[src/hdl/pfmux_consts.svh]
`ifndef PFMUX_CONSTS_SVH
`define PFMUX_CONSTS_SVH
// How it works
// uart a swap exchanges its tx and rx pins; swapped tx drives the reset pin only in port mode
// uart b swap exchanges its tx and rx pins
// twi remap moves scl/sda to alternate pins
// adc trigger remap moves trigger to p0.3
// per-pin select picks pwm or gpio drive
// low reset pin resets whole device
// reset pin is port input when disabled
// oscillator pin is port when internal clock
// external clock mode takes clock from pin
// every pin may raise a pin interrupt
// timer pins count input and toggle output
// reset clears all remap and swap selects
`define PFMUX_NPIN 12
`define PFMUX_P00 0
`define PFMUX_P01 1
`define PFMUX_P02 2
`define PFMUX_P03 3
`define PFMUX_P04 4
`define PFMUX_P05 5
`define PFMUX_P06 6
`define PFMUX_P10 7
`define PFMUX_P16 8
`define PFMUX_P17 9
`define PFMUX_P20 10
`define PFMUX_P30 11
`define PFMUX_NPWM 6
`define PFMUX_BIT_UA_SWAP 2
`define PFMUX_BIT_UB_SWAP 1
`define PFMUX_BIT_TWI_REMAP 0
`define PFMUX_BIT_ADC_REMAP 6
`define PFMUX_BIT_RPD 2
`define PFMUX_BIT_EXTERNAL_CLOCK_MODE 8
`define PFMUX_CFG0_RESET 8'hFF
`define PFMUX_A_AUX 32'h00000000
`define PFMUX_A_TWI 32'h00000004
`define PFMUX_A_ADC 32'h00000008
`define PFMUX_A_PWM 32'h0000000C
`define PFMUX_A_CFG 32'h00000010
`define PFMUX_A_PIN 32'h00000014
`define PFMUX_A_INT 32'h00000018
`define PFMUX_A_IFL 32'h0000001C
`define PFMUX_RESP_OK 2'h0
`define PFMUX_RESP_ERR 2'h2
`endif

[src/hdl/pfmux_pkg.sv]
package pfmux_pkg;
    typedef logic [11:0] pfmux_pins_t;
    typedef logic [7:0] pfmux_byte_t;
    typedef logic [5:0] pfmux_pwm_t;
endpackage : pfmux_pkg

[src/hdl/pfmux_axil.sv]
`include "pfmux_consts.svh"
// axi4-lite slave: one write and one read; a write is answered one cycle after both halves are taken, a read on the edge that takes its address
module pfmux_axil (
    input wire logic clk_sys,
    input wire logic reset_n,
    // write channels
    input wire logic [31:0] s_axi_awaddr,
    input wire logic s_axi_awvalid,
    output logic s_axi_awready,
    input wire logic [31:0] s_axi_wdata,
    input wire logic [3:0] s_axi_wstrb,
    input wire logic s_axi_wvalid,
    output logic s_axi_wready,
    output logic [1:0] s_axi_bresp,
    output logic s_axi_bvalid,
    input wire logic s_axi_bready,
    // read channels
    input wire logic [31:0] s_axi_araddr,
    input wire logic s_axi_arvalid,
    output logic s_axi_arready,
    output logic [31:0] s_axi_rdata,
    output logic [1:0] s_axi_rresp,
    output logic s_axi_rvalid,
    input wire logic s_axi_rready,
    // register side
    output logic wr_en,
    output logic [31:0] wr_addr,
    output logic [31:0] wr_data,
    output logic [3:0] wr_strb,
    output logic [31:0] rd_addr,
    input wire logic [31:0] rd_data,
    input wire logic rd_ok,
    input wire logic wr_ok
);
    logic aw_have_r;
    logic w_have_r;
    logic [31:0] aw_r;
    logic [31:0] w_r;
    logic [3:0] s_r;

    assign s_axi_awready = !aw_have_r && !s_axi_bvalid;
    assign s_axi_wready = !w_have_r && !s_axi_bvalid;
    assign s_axi_arready = !s_axi_rvalid;
    assign wr_en = aw_have_r && w_have_r && !s_axi_bvalid;
    assign wr_addr = aw_r;
    assign wr_data = w_r;
    assign wr_strb = s_r;
    assign rd_addr = s_axi_araddr;

    always_ff @(posedge clk_sys or negedge reset_n) begin
        if (!reset_n) begin
            aw_have_r <= 1'b0;
            w_have_r <= 1'b0;
            aw_r <= 32'h00000000;
            w_r <= 32'h00000000;
            s_r <= 4'h0;
        end else if (wr_en) begin
            aw_have_r <= 1'b0;
            w_have_r <= 1'b0;
        end else begin
            if (s_axi_awvalid && s_axi_awready) begin
                aw_have_r <= 1'b1;
                aw_r <= s_axi_awaddr;
            end
            if (s_axi_wvalid && s_axi_wready) begin
                w_have_r <= 1'b1;
                w_r <= s_axi_wdata;
                s_r <= s_axi_wstrb;
            end
        end
    end

    always_ff @(posedge clk_sys or negedge reset_n) begin
        if (!reset_n) begin
            s_axi_bvalid <= 1'b0;
            s_axi_bresp <= `PFMUX_RESP_OK;
        end else if (wr_en) begin
            s_axi_bvalid <= 1'b1;
            s_axi_bresp <= wr_ok ? `PFMUX_RESP_OK : `PFMUX_RESP_ERR;
        end else if (s_axi_bready) begin
            s_axi_bvalid <= 1'b0;
        end
    end

    always_ff @(posedge clk_sys or negedge reset_n) begin
        if (!reset_n) begin
            s_axi_rvalid <= 1'b0;
            s_axi_rdata <= 32'h00000000;
            s_axi_rresp <= `PFMUX_RESP_OK;
        end else if (s_axi_arvalid && s_axi_arready) begin
            s_axi_rvalid <= 1'b1;
            s_axi_rdata <= rd_ok ? rd_data : 32'h00000000;
            s_axi_rresp <= rd_ok ? `PFMUX_RESP_OK : `PFMUX_RESP_ERR;
        end else if (s_axi_rready) begin
            s_axi_rvalid <= 1'b0;
        end
    end

    a_write_answer: assert property (@(posedge clk_sys) disable iff (!reset_n)
        wr_en |=> s_axi_bvalid)
        else $error("write not answered");
    a_read_answer: assert property (@(posedge clk_sys) disable iff (!reset_n)
        s_axi_arvalid && s_axi_arready |=> s_axi_rvalid)
        else $error("read not answered");
endmodule : pfmux_axil

[src/hdl/pfmux_top.sv]
`include "pfmux_consts.svh"
// pin function mux for the small packages; pins indexed by PFMUX_Pxx
module pfmux_top (
    input wire logic clk_sys,
    input wire logic reset_n,
    // axi4-lite
    input wire logic [31:0] s_axi_awaddr,
    input wire logic s_axi_awvalid,
    output logic s_axi_awready,
    input wire logic [31:0] s_axi_wdata,
    input wire logic [3:0] s_axi_wstrb,
    input wire logic s_axi_wvalid,
    output logic s_axi_wready,
    output logic [1:0] s_axi_bresp,
    output logic s_axi_bvalid,
    input wire logic s_axi_bready,
    input wire logic [31:0] s_axi_araddr,
    input wire logic s_axi_arvalid,
    output logic s_axi_arready,
    output logic [31:0] s_axi_rdata,
    output logic [1:0] s_axi_rresp,
    output logic s_axi_rvalid,
    input wire logic s_axi_rready,
    // package pins
    input wire pfmux_pkg::pfmux_pins_t pin_in,
    output pfmux_pkg::pfmux_pins_t pin_out,
    output pfmux_pkg::pfmux_pins_t pin_oe_n,
    // gpio port logic
    input wire pfmux_pkg::pfmux_pins_t gpio_out,
    input wire pfmux_pkg::pfmux_pins_t gpio_oe_n,
    output pfmux_pkg::pfmux_pins_t gpio_in,
    // pwm generator, channels 0..5
    input wire pfmux_pkg::pfmux_pwm_t pwm_ch,
    // uarts
    input wire logic uart_a_txd,
    output logic uart_a_rxd,
    input wire logic uart_b_txd,
    output logic uart_b_rxd,
    // twi open drain, drive low when oe_n low
    input wire logic twi_scl_drive_low,
    input wire logic twi_sda_drive_low,
    output logic twi_scl_in,
    output logic twi_sda_in,
    // adc trigger, timers
    output logic adc_start_trigger_in,
    output logic timer0_count_in,
    output logic timer1_count_in,
    input wire logic timer0_toggle_out,
    input wire logic timer1_toggle_out,
    input wire logic timer0_toggle_en,
    input wire logic timer1_toggle_en,
    // clocking and reset
    input wire logic internal_osc_selected,
    output logic external_clock_in,
    output logic pin_reset_req,
    // pin interrupts
    output pfmux_pkg::pfmux_pins_t pin_irq_req
);
    import pfmux_pkg::*;

    pfmux_byte_t auxiliary_control_reg_r;
    pfmux_byte_t twi_control_reg_r;
    pfmux_byte_t adc_control_reg_one_r;
    pfmux_pwm_t pwm_pin_select_reg_r;
    pfmux_byte_t config_byte_zero_r;
    logic external_clock_mode_r;
    pfmux_pins_t pin_int_en_r;
    pfmux_pins_t pin_int_flag_r;
    pfmux_pins_t pin_prev_r;
    pfmux_pins_t drv_out;
    pfmux_pins_t drv_oe_n;
    logic wr_en;
    logic [31:0] wr_addr;
    logic [31:0] wr_data;
    logic [3:0] wr_strb;
    logic [31:0] rd_addr;
    logic [31:0] rd_data;
    logic rd_ok;
    logic wr_ok;
    logic uart_a_pin_swap;
    logic uart_b_pin_swap;
    logic twi_pin_remap;
    logic adc_trigger_pin_remap;
    logic reset_pin_disable;

    function automatic logic addr_hit(input logic [31:0] a);
        addr_hit = (a == `PFMUX_A_AUX) || (a == `PFMUX_A_TWI) || (a == `PFMUX_A_ADC) ||
            (a == `PFMUX_A_PWM) || (a == `PFMUX_A_CFG) || (a == `PFMUX_A_PIN) ||
            (a == `PFMUX_A_INT) || (a == `PFMUX_A_IFL);
    endfunction : addr_hit

    pfmux_axil u_axil (
        .clk_sys(clk_sys),
        .reset_n(reset_n),
        .s_axi_awaddr(s_axi_awaddr),
        .s_axi_awvalid(s_axi_awvalid),
        .s_axi_awready(s_axi_awready),
        .s_axi_wdata(s_axi_wdata),
        .s_axi_wstrb(s_axi_wstrb),
        .s_axi_wvalid(s_axi_wvalid),
        .s_axi_wready(s_axi_wready),
        .s_axi_bresp(s_axi_bresp),
        .s_axi_bvalid(s_axi_bvalid),
        .s_axi_bready(s_axi_bready),
        .s_axi_araddr(s_axi_araddr),
        .s_axi_arvalid(s_axi_arvalid),
        .s_axi_arready(s_axi_arready),
        .s_axi_rdata(s_axi_rdata),
        .s_axi_rresp(s_axi_rresp),
        .s_axi_rvalid(s_axi_rvalid),
        .s_axi_rready(s_axi_rready),
        .wr_en(wr_en),
        .wr_addr(wr_addr),
        .wr_data(wr_data),
        .wr_strb(wr_strb),
        .rd_addr(rd_addr),
        .rd_data(rd_data),
        .rd_ok(rd_ok),
        .wr_ok(wr_ok)
    );

    assign wr_ok = addr_hit(wr_addr) && (wr_addr != `PFMUX_A_PIN);
    assign rd_ok = addr_hit(rd_addr);

    assign uart_a_pin_swap = auxiliary_control_reg_r[`PFMUX_BIT_UA_SWAP];
    assign uart_b_pin_swap = auxiliary_control_reg_r[`PFMUX_BIT_UB_SWAP];
    assign twi_pin_remap = twi_control_reg_r[`PFMUX_BIT_TWI_REMAP];
    assign adc_trigger_pin_remap = adc_control_reg_one_r[`PFMUX_BIT_ADC_REMAP];
    assign reset_pin_disable = config_byte_zero_r[`PFMUX_BIT_RPD];

    // select registers: byte lane 0 only; selects clear at reset
    always_ff @(posedge clk_sys or negedge reset_n) begin
        if (!reset_n) begin
            auxiliary_control_reg_r <= 8'h00;
            twi_control_reg_r <= 8'h00;
            adc_control_reg_one_r <= 8'h00;
            pwm_pin_select_reg_r <= 6'h00;
        end else if (wr_en && wr_strb[0]) begin
            case (wr_addr)
                `PFMUX_A_AUX: auxiliary_control_reg_r <= wr_data[7:0];
                `PFMUX_A_TWI: twi_control_reg_r <= wr_data[7:0];
                `PFMUX_A_ADC: adc_control_reg_one_r <= wr_data[7:0];
                `PFMUX_A_PWM: pwm_pin_select_reg_r <= wr_data[5:0];
                default: ;
            endcase
        end
    end

    // config image: erased flash reads all ones, so reset pin stays a reset
    always_ff @(posedge clk_sys or negedge reset_n) begin
        if (!reset_n) begin
            config_byte_zero_r <= `PFMUX_CFG0_RESET;
            external_clock_mode_r <= 1'b0;
        end else if (wr_en && wr_strb[0] && wr_addr == `PFMUX_A_CFG) begin
            config_byte_zero_r <= wr_data[7:0];
            external_clock_mode_r <= wr_data[`PFMUX_BIT_EXTERNAL_CLOCK_MODE];
        end
    end

    // pin interrupts: edge on an enabled pin sets a sticky flag, write one clears
    always_ff @(posedge clk_sys or negedge reset_n) begin
        if (!reset_n) begin
            pin_int_en_r <= 12'h000;
            pin_int_flag_r <= 12'h000;
            // pins idle high, so no false edge follows reset
            pin_prev_r <= 12'hFFF;
        end else begin
            pin_prev_r <= pin_in;
            if (wr_en && wr_strb[0] && wr_addr == `PFMUX_A_INT) begin
                pin_int_en_r <= wr_data[11:0];
            end
            if (wr_en && wr_strb[0] && wr_addr == `PFMUX_A_IFL) begin
                pin_int_flag_r <= (pin_int_flag_r & ~wr_data[11:0]) |
                    (pin_int_en_r & (pin_in ^ pin_prev_r));
            end else begin
                pin_int_flag_r <= pin_int_flag_r | (pin_int_en_r & (pin_in ^ pin_prev_r));
            end
        end
    end
    assign pin_irq_req = pin_int_flag_r;

    always_comb begin
        rd_data = 32'h00000000;
        case (rd_addr)
            `PFMUX_A_AUX: rd_data[7:0] = auxiliary_control_reg_r;
            `PFMUX_A_TWI: rd_data[7:0] = twi_control_reg_r;
            `PFMUX_A_ADC: rd_data[7:0] = adc_control_reg_one_r;
            `PFMUX_A_PWM: rd_data[5:0] = pwm_pin_select_reg_r;
            `PFMUX_A_CFG: rd_data[8:0] = {external_clock_mode_r, config_byte_zero_r};
            `PFMUX_A_PIN: rd_data[11:0] = pin_in;
            `PFMUX_A_INT: rd_data[11:0] = pin_int_en_r;
            `PFMUX_A_IFL: rd_data[11:0] = pin_int_flag_r;
            default: rd_data = 32'h00000000;
        endcase
    end

    // output drive per pin; peripherals override gpio where selected
    always_comb begin
        drv_out = gpio_out;
        drv_oe_n = gpio_oe_n;
        // pwm0 ch3 on p0.0, ch4 p0.1, ch0 p0.2, ch5 p0.3, ch3 p0.4, ch2 p0.5
        if (pwm_pin_select_reg_r[0]) begin
            drv_out[`PFMUX_P00] = pwm_ch[3];
            drv_oe_n[`PFMUX_P00] = 1'b0;
        end
        if (pwm_pin_select_reg_r[1]) begin
            drv_out[`PFMUX_P01] = pwm_ch[4];
            drv_oe_n[`PFMUX_P01] = 1'b0;
        end
        if (pwm_pin_select_reg_r[2]) begin
            drv_out[`PFMUX_P02] = pwm_ch[0];
            drv_oe_n[`PFMUX_P02] = 1'b0;
        end
        if (pwm_pin_select_reg_r[3]) begin
            drv_out[`PFMUX_P03] = pwm_ch[5];
            drv_oe_n[`PFMUX_P03] = 1'b0;
        end
        if (pwm_pin_select_reg_r[4]) begin
            drv_out[`PFMUX_P04] = pwm_ch[3];
            drv_oe_n[`PFMUX_P04] = 1'b0;
        end
        if (pwm_pin_select_reg_r[5]) begin
            drv_out[`PFMUX_P05] = pwm_ch[2];
            drv_oe_n[`PFMUX_P05] = 1'b0;
        end
        // timer toggle outputs share the count input pins
        if (timer1_toggle_en) begin
            drv_out[`PFMUX_P00] = timer1_toggle_out;
            drv_oe_n[`PFMUX_P00] = 1'b0;
        end
        if (timer0_toggle_en) begin
            drv_out[`PFMUX_P05] = timer0_toggle_out;
            drv_oe_n[`PFMUX_P05] = 1'b0;
        end
        // twi is open drain: only ever pulls low
        if (twi_scl_drive_low) begin
            drv_out[twi_pin_remap ? `PFMUX_P02 : `PFMUX_P03] = 1'b0;
            drv_oe_n[twi_pin_remap ? `PFMUX_P02 : `PFMUX_P03] = 1'b0;
        end
        if (twi_sda_drive_low) begin
            drv_out[twi_pin_remap ? `PFMUX_P16 : `PFMUX_P04] = 1'b0;
            drv_oe_n[twi_pin_remap ? `PFMUX_P16 : `PFMUX_P04] = 1'b0;
        end
        // uart a tx on p0.6 normally, on the reset/port 2 pin when swapped
        drv_out[uart_a_pin_swap ? `PFMUX_P20 : `PFMUX_P06] = uart_a_txd;
        drv_oe_n[uart_a_pin_swap ? `PFMUX_P20 : `PFMUX_P06] = 1'b0;
        drv_out[uart_b_pin_swap ? `PFMUX_P02 : `PFMUX_P16] = uart_b_txd;
        drv_oe_n[uart_b_pin_swap ? `PFMUX_P02 : `PFMUX_P16] = 1'b0;
        // reset pin drives only as swapped uart tx in port mode; osc pin only as a port
        if (reset_pin_disable || !uart_a_pin_swap) begin
            drv_oe_n[`PFMUX_P20] = 1'b1;
            drv_out[`PFMUX_P20] = 1'b0;
        end
        if (!internal_osc_selected || external_clock_mode_r) begin
            drv_oe_n[`PFMUX_P30] = 1'b1;
            drv_out[`PFMUX_P30] = 1'b0;
        end
    end

    always_ff @(posedge clk_sys or negedge reset_n) begin
        if (!reset_n) begin
            pin_out <= 12'h000;
            pin_oe_n <= 12'hFFF;
        end else begin
            pin_out <= drv_out;
            pin_oe_n <= drv_oe_n;
        end
    end

    // input routing
    always_comb begin
        gpio_in = pin_in;
        if (reset_pin_disable) begin
            gpio_in[`PFMUX_P20] = 1'b1;
        end
        if (!internal_osc_selected || external_clock_mode_r) begin
            gpio_in[`PFMUX_P30] = 1'b0;
        end
    end
    assign uart_a_rxd = uart_a_pin_swap ? pin_in[`PFMUX_P06] : pin_in[`PFMUX_P20];
    assign uart_b_rxd = uart_b_pin_swap ? pin_in[`PFMUX_P16] : pin_in[`PFMUX_P02];
    assign twi_scl_in = twi_pin_remap ? pin_in[`PFMUX_P02] : pin_in[`PFMUX_P03];
    assign twi_sda_in = twi_pin_remap ? pin_in[`PFMUX_P16] : pin_in[`PFMUX_P04];
    assign adc_start_trigger_in = adc_trigger_pin_remap ?
        pin_in[`PFMUX_P03] : pin_in[`PFMUX_P04];
    assign timer0_count_in = pin_in[`PFMUX_P05];
    assign timer1_count_in = pin_in[`PFMUX_P00];
    assign external_clock_in = external_clock_mode_r & pin_in[`PFMUX_P30];
    // the pin already passed a schmitt input with pull-up; low means reset
    assign pin_reset_req = reset_pin_disable & ~pin_in[`PFMUX_P20];

    a_twi_remap: assert property (@(posedge clk_sys) disable iff (!reset_n)
        twi_pin_remap |-> twi_sda_in == pin_in[`PFMUX_P16])
        else $error("twi sda not on alternate pin");
    a_adc_remap: assert property (@(posedge clk_sys) disable iff (!reset_n)
        !adc_trigger_pin_remap |-> adc_start_trigger_in == pin_in[`PFMUX_P04])
        else $error("adc trigger not on primary pin");
    a_uart_a_swap: assert property (@(posedge clk_sys) disable iff (!reset_n)
        uart_a_pin_swap && !reset_pin_disable |=>
            pin_out[`PFMUX_P20] == $past(uart_a_txd) && !pin_oe_n[`PFMUX_P20])
        else $error("uart a tx not swapped");
    a_uart_b_swap: assert property (@(posedge clk_sys) disable iff (!reset_n)
        !uart_b_pin_swap |-> uart_b_rxd == pin_in[`PFMUX_P02])
        else $error("uart b rx wrong pin");
    a_pwm_drive: assert property (@(posedge clk_sys) disable iff (!reset_n)
        pwm_pin_select_reg_r[3] && !twi_scl_drive_low && !twi_pin_remap |=>
            pin_out[`PFMUX_P03] == $past(pwm_ch[5]))
        else $error("pwm not on pin");
    a_reset_pin: assert property (@(posedge clk_sys) disable iff (!reset_n)
        reset_pin_disable && !pin_in[`PFMUX_P20] |-> pin_reset_req)
        else $error("reset pin ignored");
    a_port_two: assert property (@(posedge clk_sys) disable iff (!reset_n)
        !reset_pin_disable |-> !pin_reset_req && gpio_in[`PFMUX_P20] == pin_in[`PFMUX_P20])
        else $error("port pin caused reset");
    a_osc_pin: assert property (@(posedge clk_sys) disable iff (!reset_n)
        external_clock_mode_r |-> external_clock_in == pin_in[`PFMUX_P30])
        else $error("external clock not taken");
    a_osc_port: assert property (@(posedge clk_sys) disable iff (!reset_n)
        !internal_osc_selected |-> gpio_in[`PFMUX_P30] == 1'b0)
        else $error("osc pin used as port");
    a_pin_irq: assert property (@(posedge clk_sys) disable iff (!reset_n)
        pin_int_en_r[0] && $changed(pin_in[0]) |=> pin_irq_req[0])
        else $error("pin edge lost");
    a_timer_in: assert property (@(posedge clk_sys) disable iff (!reset_n)
        timer0_count_in == pin_in[`PFMUX_P05])
        else $error("timer 0 input wrong");
    a_sel_reset: assert property (@(posedge clk_sys)
        $rose(reset_n) |-> !uart_a_pin_swap && !uart_b_pin_swap && !twi_pin_remap &&
            !adc_trigger_pin_remap)
        else $error("selects not cleared");
    c_twi_remap: cover property (@(posedge clk_sys) disable iff (!reset_n) $rose(twi_pin_remap));
    c_uart_swap: cover property (@(posedge clk_sys) disable iff (!reset_n) $rose(uart_a_pin_swap));
    c_pin_irq: cover property (@(posedge clk_sys) disable iff (!reset_n) $rose(pin_irq_req[3]));
endmodule : pfmux_top

[config.mk]
export PLATFORM = sky130hd
export DESIGN_NAME = pfmux_top
export DESIGN_NICKNAME = d
export VERILOG_FILES = /design/src/hdl/pfmux_pkg.sv /design/src/hdl/pfmux_axil.sv /design/src/hdl/pfmux_top.sv
export VERILOG_INCLUDE_DIRS = /design/src /design/src/hdl
export SDC_FILE = /design/constraint.sdc
export NUM_CORES = 1
export LEC_CHECK = 0
export ABC_AREA = 1
export BUFFER_PORTS_ARGS = -buffer_cell sky130_fd_sc_hd__buf_2
export CAP_MARGIN = 30
export CORE_ASPECT_RATIO = 0.75
export CORE_MARGIN = 3
export CORE_UTILIZATION = 51
export DETAILED_ROUTE_END_ITERATION = 12
export GPL_TIMING_DRIVEN = 0
export PLACE_DENSITY_LB_ADDON = 0.15
export SLEW_MARGIN = 40
export SYNTH_ARGS = -nofsm -noshare
export SYNTH_HDL_FRONTEND = slang
export SYNTH_SLANG_ARGS = --single-unit
[constraint.sdc]
create_clock -name clk_sys -period 1.7 [get_ports clk_sys]
set_input_delay 0.17 -clock clk_sys [delete_from_list [all_inputs] [get_ports clk_sys]]
set_output_delay 0.17 -clock clk_sys [all_outputs]
set_load 0.1 [all_outputs]
==> metrics <==
IO Port Bufs approximately 210; Levels on crit path 9; Buf/Inv on CP 1; worst-case clock buffer depth 2; total grt overflow 0; async set-or-reset flop fraction in the synthesized netlist 100%; max incr delay on CP 0.40 ns; Most common cell on crit path nor2_1; initial antenna violation count 0; Critical Path Source Type register; Worst Tran Pin Value 0.730 ns; DIE AREA 16400 µm²; Ports 256; largest family of logic cells by synthesized area simple AND/OR/NAND/NOR gates; Worst setup EP type register; clock power share 31.5%; largest net degree at the start of global routing 70; simple-gate share of the synthesized area 24.6%; Initial Util 53.8%; root buf cell clkbuf_16; CTS Buf Count 17; Worst-path clk slew 0.07 ns; GRT Util Overall a little over a quarter; Area growth syn-to-layout 45.5%; critical path's slowest cell dfrtp_1; DR iter-0 viols 661; RSZ-0062 raised after global routing yes; YS warnings 0; peak supply drop approximately 1.5 mV; row count 37; kind of critical path reg2reg; ANT cells 0; final setup fails 15; Die Ht 112 µm; Largest delay share family, worst path simple AND/OR/NAND/NOR gates; Final min period around 1.7 ns; drt first pass iters 5; vias per inst 5.03; maximum clock frequency 0.578 GHz; xor-xnor portion of the synthesized cell area 0%; DRC viols 0; # H-tree levels 4; R2R depth 9; total routed wirelength 22.4 mm; RePlAce Congestion 0.850; die width 147 µm; Cell Pwr Density 1120 nW/µm²; Worst Path Required 1.99 ns; multiplexer share of the synthesized area about 4.6%; #FFs+latches synth 162; Sw Pwr 4.35 mW; status complete, but fails checks; maxcap violations 0; post-synthesis compound-gate area fraction 8.37%; crit-path max FO 10; final instance area 11100 µm²; Placed Area 9160 µm²; most frequent cell after synthesis nand2_1; R2R Path End pin_irq_req[4]; HP Class in2reg; placed instance count 1300; Leakage about 5.6 nW; share of cells above drive strength 1 38.4%; clock sink total 162; Reg power frac 39.4%; final net count 1379; ys flop type dfrtp_1; combinational power share 29.0%; via count between 7000 and 8000; post-route insts no fill roughly 1400; critical path, cell by cell nor2_2 > nand3_2 > nor2_1 > nand2_1 > nor2_1 > nand2_2 > clkbuf_8 > o21ai_1 > o21ai_0; synth top area cells dfrtp_1, nand2_1, dfstp_2; Yosys top cell area share a little over two fifths; post-detail-place hpwl ~15 mm; Internal 7.98 mW; CORE AREA ~14000 µm²; Slew HR 51.2%; final worst-path setup slack -0.0289 ns; first-pass GRT wire length ~35 mm; post-synth cell types 28; Clock Skew 0.0146 ns; vias in the first global route 6976; clk_lat worst skew approximately 0.43 ns; Final ANT Viol Nets 0; Post-Synth Adder-Cell Area 0%; flop2flop setup slack -0.03 ns; CP endpoint pin_irq_req[4]; pre-CTS setup slack -0.279 ns; Final Slew Violations 0; switch share 35.3%; period utilization 102%; sequential area share after synthesis 53.9%; Avg Cell Area, Syn between 8 and 9 µm²; crit path from u_axil.wr_addr[7]; EDFF count, synth 0; routed length per instance 15.7 µm; Final Hold Viols 0; area leader, netlist dfrtp_1; TritonCTS clock tree built; RR Startpoint u_axil.wr_addr[7]; Post-Syn Area 7600 µm²; failing checks negative setup slack; Synth Instances 875; synth cell count leaders nand2_1, dfrtp_1, nor2_1; Arr. time, crit path approximately 2.0 ns
==> flip-flops by register name, indices dropped and copies added (netlist names), 8 cells and up <==
name and flops:
u_axil.wr_addr 32, auxiliary_control_reg_r 8, pin_int_en_r 12, twi_control_reg_r 8, u_axil.s_axi_rdata 12, pin_irq_req 12, config_byte_zero_r 8, u_axil.wr_data 12
pin_prev_r 12, adc_control_reg_one_r 8, pin_oe_n 12, pin_out 12
==> routing by layer <==
metal  share of wire [%]  vias to the layer above  global-route usage, %
met4                 1.9                        0                   7.64
met5                   0                        -                      0
met1                  42                     3392                   35.4
li1                    -                     3446                      -
met2                  47                      316                   43.1
met3                 8.5                       36                   6.63
==> power by group through the flow <==
| stage | registers [mW] | clock network [mW] | logic (mW) |
|---|---|---|---|
| 2_1_floorplan | 5.25 | 0 | 2.08 |
| 4_1_cts | 4.85 | 3.91 | 3.48 |
| 3_5_place_dp | 4.89 | 0 | 3.26 |
| 3_3_place_gp | 4.88 | 0 | 3.17 |
| 6_report | 4.86 | 3.89 | 3.58 |
| 5_1_grt | 4.94 | 4.07 | 3.83 |
==> metrics by stage <==
stage / util (%) / hold WS (ns) / power [mW] / setup TNS, ns
floorplan: - / -0.126 / 7.32 / -8.04
global placement: 64.4 / 0.276 / 8.04 / -293.09
detailed placement: 64.8 / 0.0506 / 8.15 / -4.67
CTS: 75.6 / 0.00617 / 12.2 / 0
global route: 78.3 / 0.0187 / 12.8 / -4.68
finish: 78.3 / 0.0201 / 12.3 / -0.181
==> placed cells by master, fill, tap and decap left out, types with 2 or more instances in the layout <==
master | synthesis | layout
nand2_1 | 235 | 207
buf_2 | 6 | 198
dfrtp_1 | 130 | 128
nor2_1 | 125 | 111
dlygate4sd3_1 | 0 | 81
nand3_1 | 64 | 63
inv_1 | 61 | 59
buf_4 | 39 | 54
o21ai_0 | 52 | 44
dfstp_2 | 32 | 32
o21ai_2 | 18 | 31
mux2_2 | 31 | 31
conb_1 | 1 | 22
clkbuf_16 | 0 | 21
nand2_2 | 7 | 18
nand2_4 | 0 | 17
a21oi_1 | 20 | 15
o21ai_1 | 19 | 14
nor2_2 | 3 | 13
buf_6 | 6 | 10
clkbuf_8 | 0 | 7
a21oi_2 | 0 | 5
nor2_4 | 1 | 5
clkinvlp_4 | 0 | 5
buf_8 | 0 | 5
nor3_1 | 4 | 4
nand4_1 | 4 | 4
inv_2 | 2 | 3
nor3b_1 | 3 | 3
nor3_4 | 3 | 3
clkbuf_4 | 0 | 3
clkbuf_1 | 5 | 2
bufinv_16 | 0 | 2
clkinv_4 | 0 | 2
inv_6 | 0 | 2
buf_16 | 0 | 2
dfrtp_4 | 0 | 2
==> timing repair <==
item | CTS | global route
gates cloned | 0 | 4
pin swaps | 4 | 11
hold buffers | 81 | 0
gates resized for setup | 24 | 64
buffers inserted | 4 | 9
endpoints found under the setup margin | 64 | 64
endpoints found under the hold margin | 165 | 0
==> cell type report <==
class	count	area [µm²]
multi-input combinational	615	3220
fill	920	3070
sequential	162	4100
clock buffer	22	474
timing repair buffer	307	2160
tap	195	244
clock inverter	10	125
inverter	63	240
buffer	55	483
==> kinds of logic (layout without fill, tap and decap cells) <==
| kind of cell | Yosys count | after routing |
|---|---|---|
| AND/OR/NAND/NOR | 450 | 450 |
| multiplexers | 31 | 31 |
| flip-flops | 162 | 162 |
| other | 1 | 22 |
| AO/OA/AOI/OAI | 112 | 112 |
| buffers and inverters | 119 | 457 |
==> how the worst min path moves through the flow <==
stage	cells past startpoint	startpoint	slack [ns]	to
6_report	3	pwm_ch[3]	0.02	pin_out[4]
5_1_grt	3	pwm_ch[3]	0.02	pin_out[4]
3_5_place_dp	1	reset_n	0.05	pin_out[0]
3_3_place_gp	1	gpio_oe_n[9]	0.28	pin_oe_n[9]
4_1_cts	3	pwm_ch[3]	0.006	pin_out[4]
2_1_floorplan	0	reset_n	-0.13	adc_control_reg_one_r[0]
==> worst reg2reg max path, stage by stage (launching register included) <==
cell and delay, ns:
dfrtp_1 0.40, nor2_2 0.17, nand3_2 0.15, nor2_1 0.13
nand2_1 0.08, nor2_1 0.13, nand2_2 0.10, clkbuf_8 0.18
o21ai_1 0.14, o21ai_0 0.12
(Power assumes the default switching activity.)
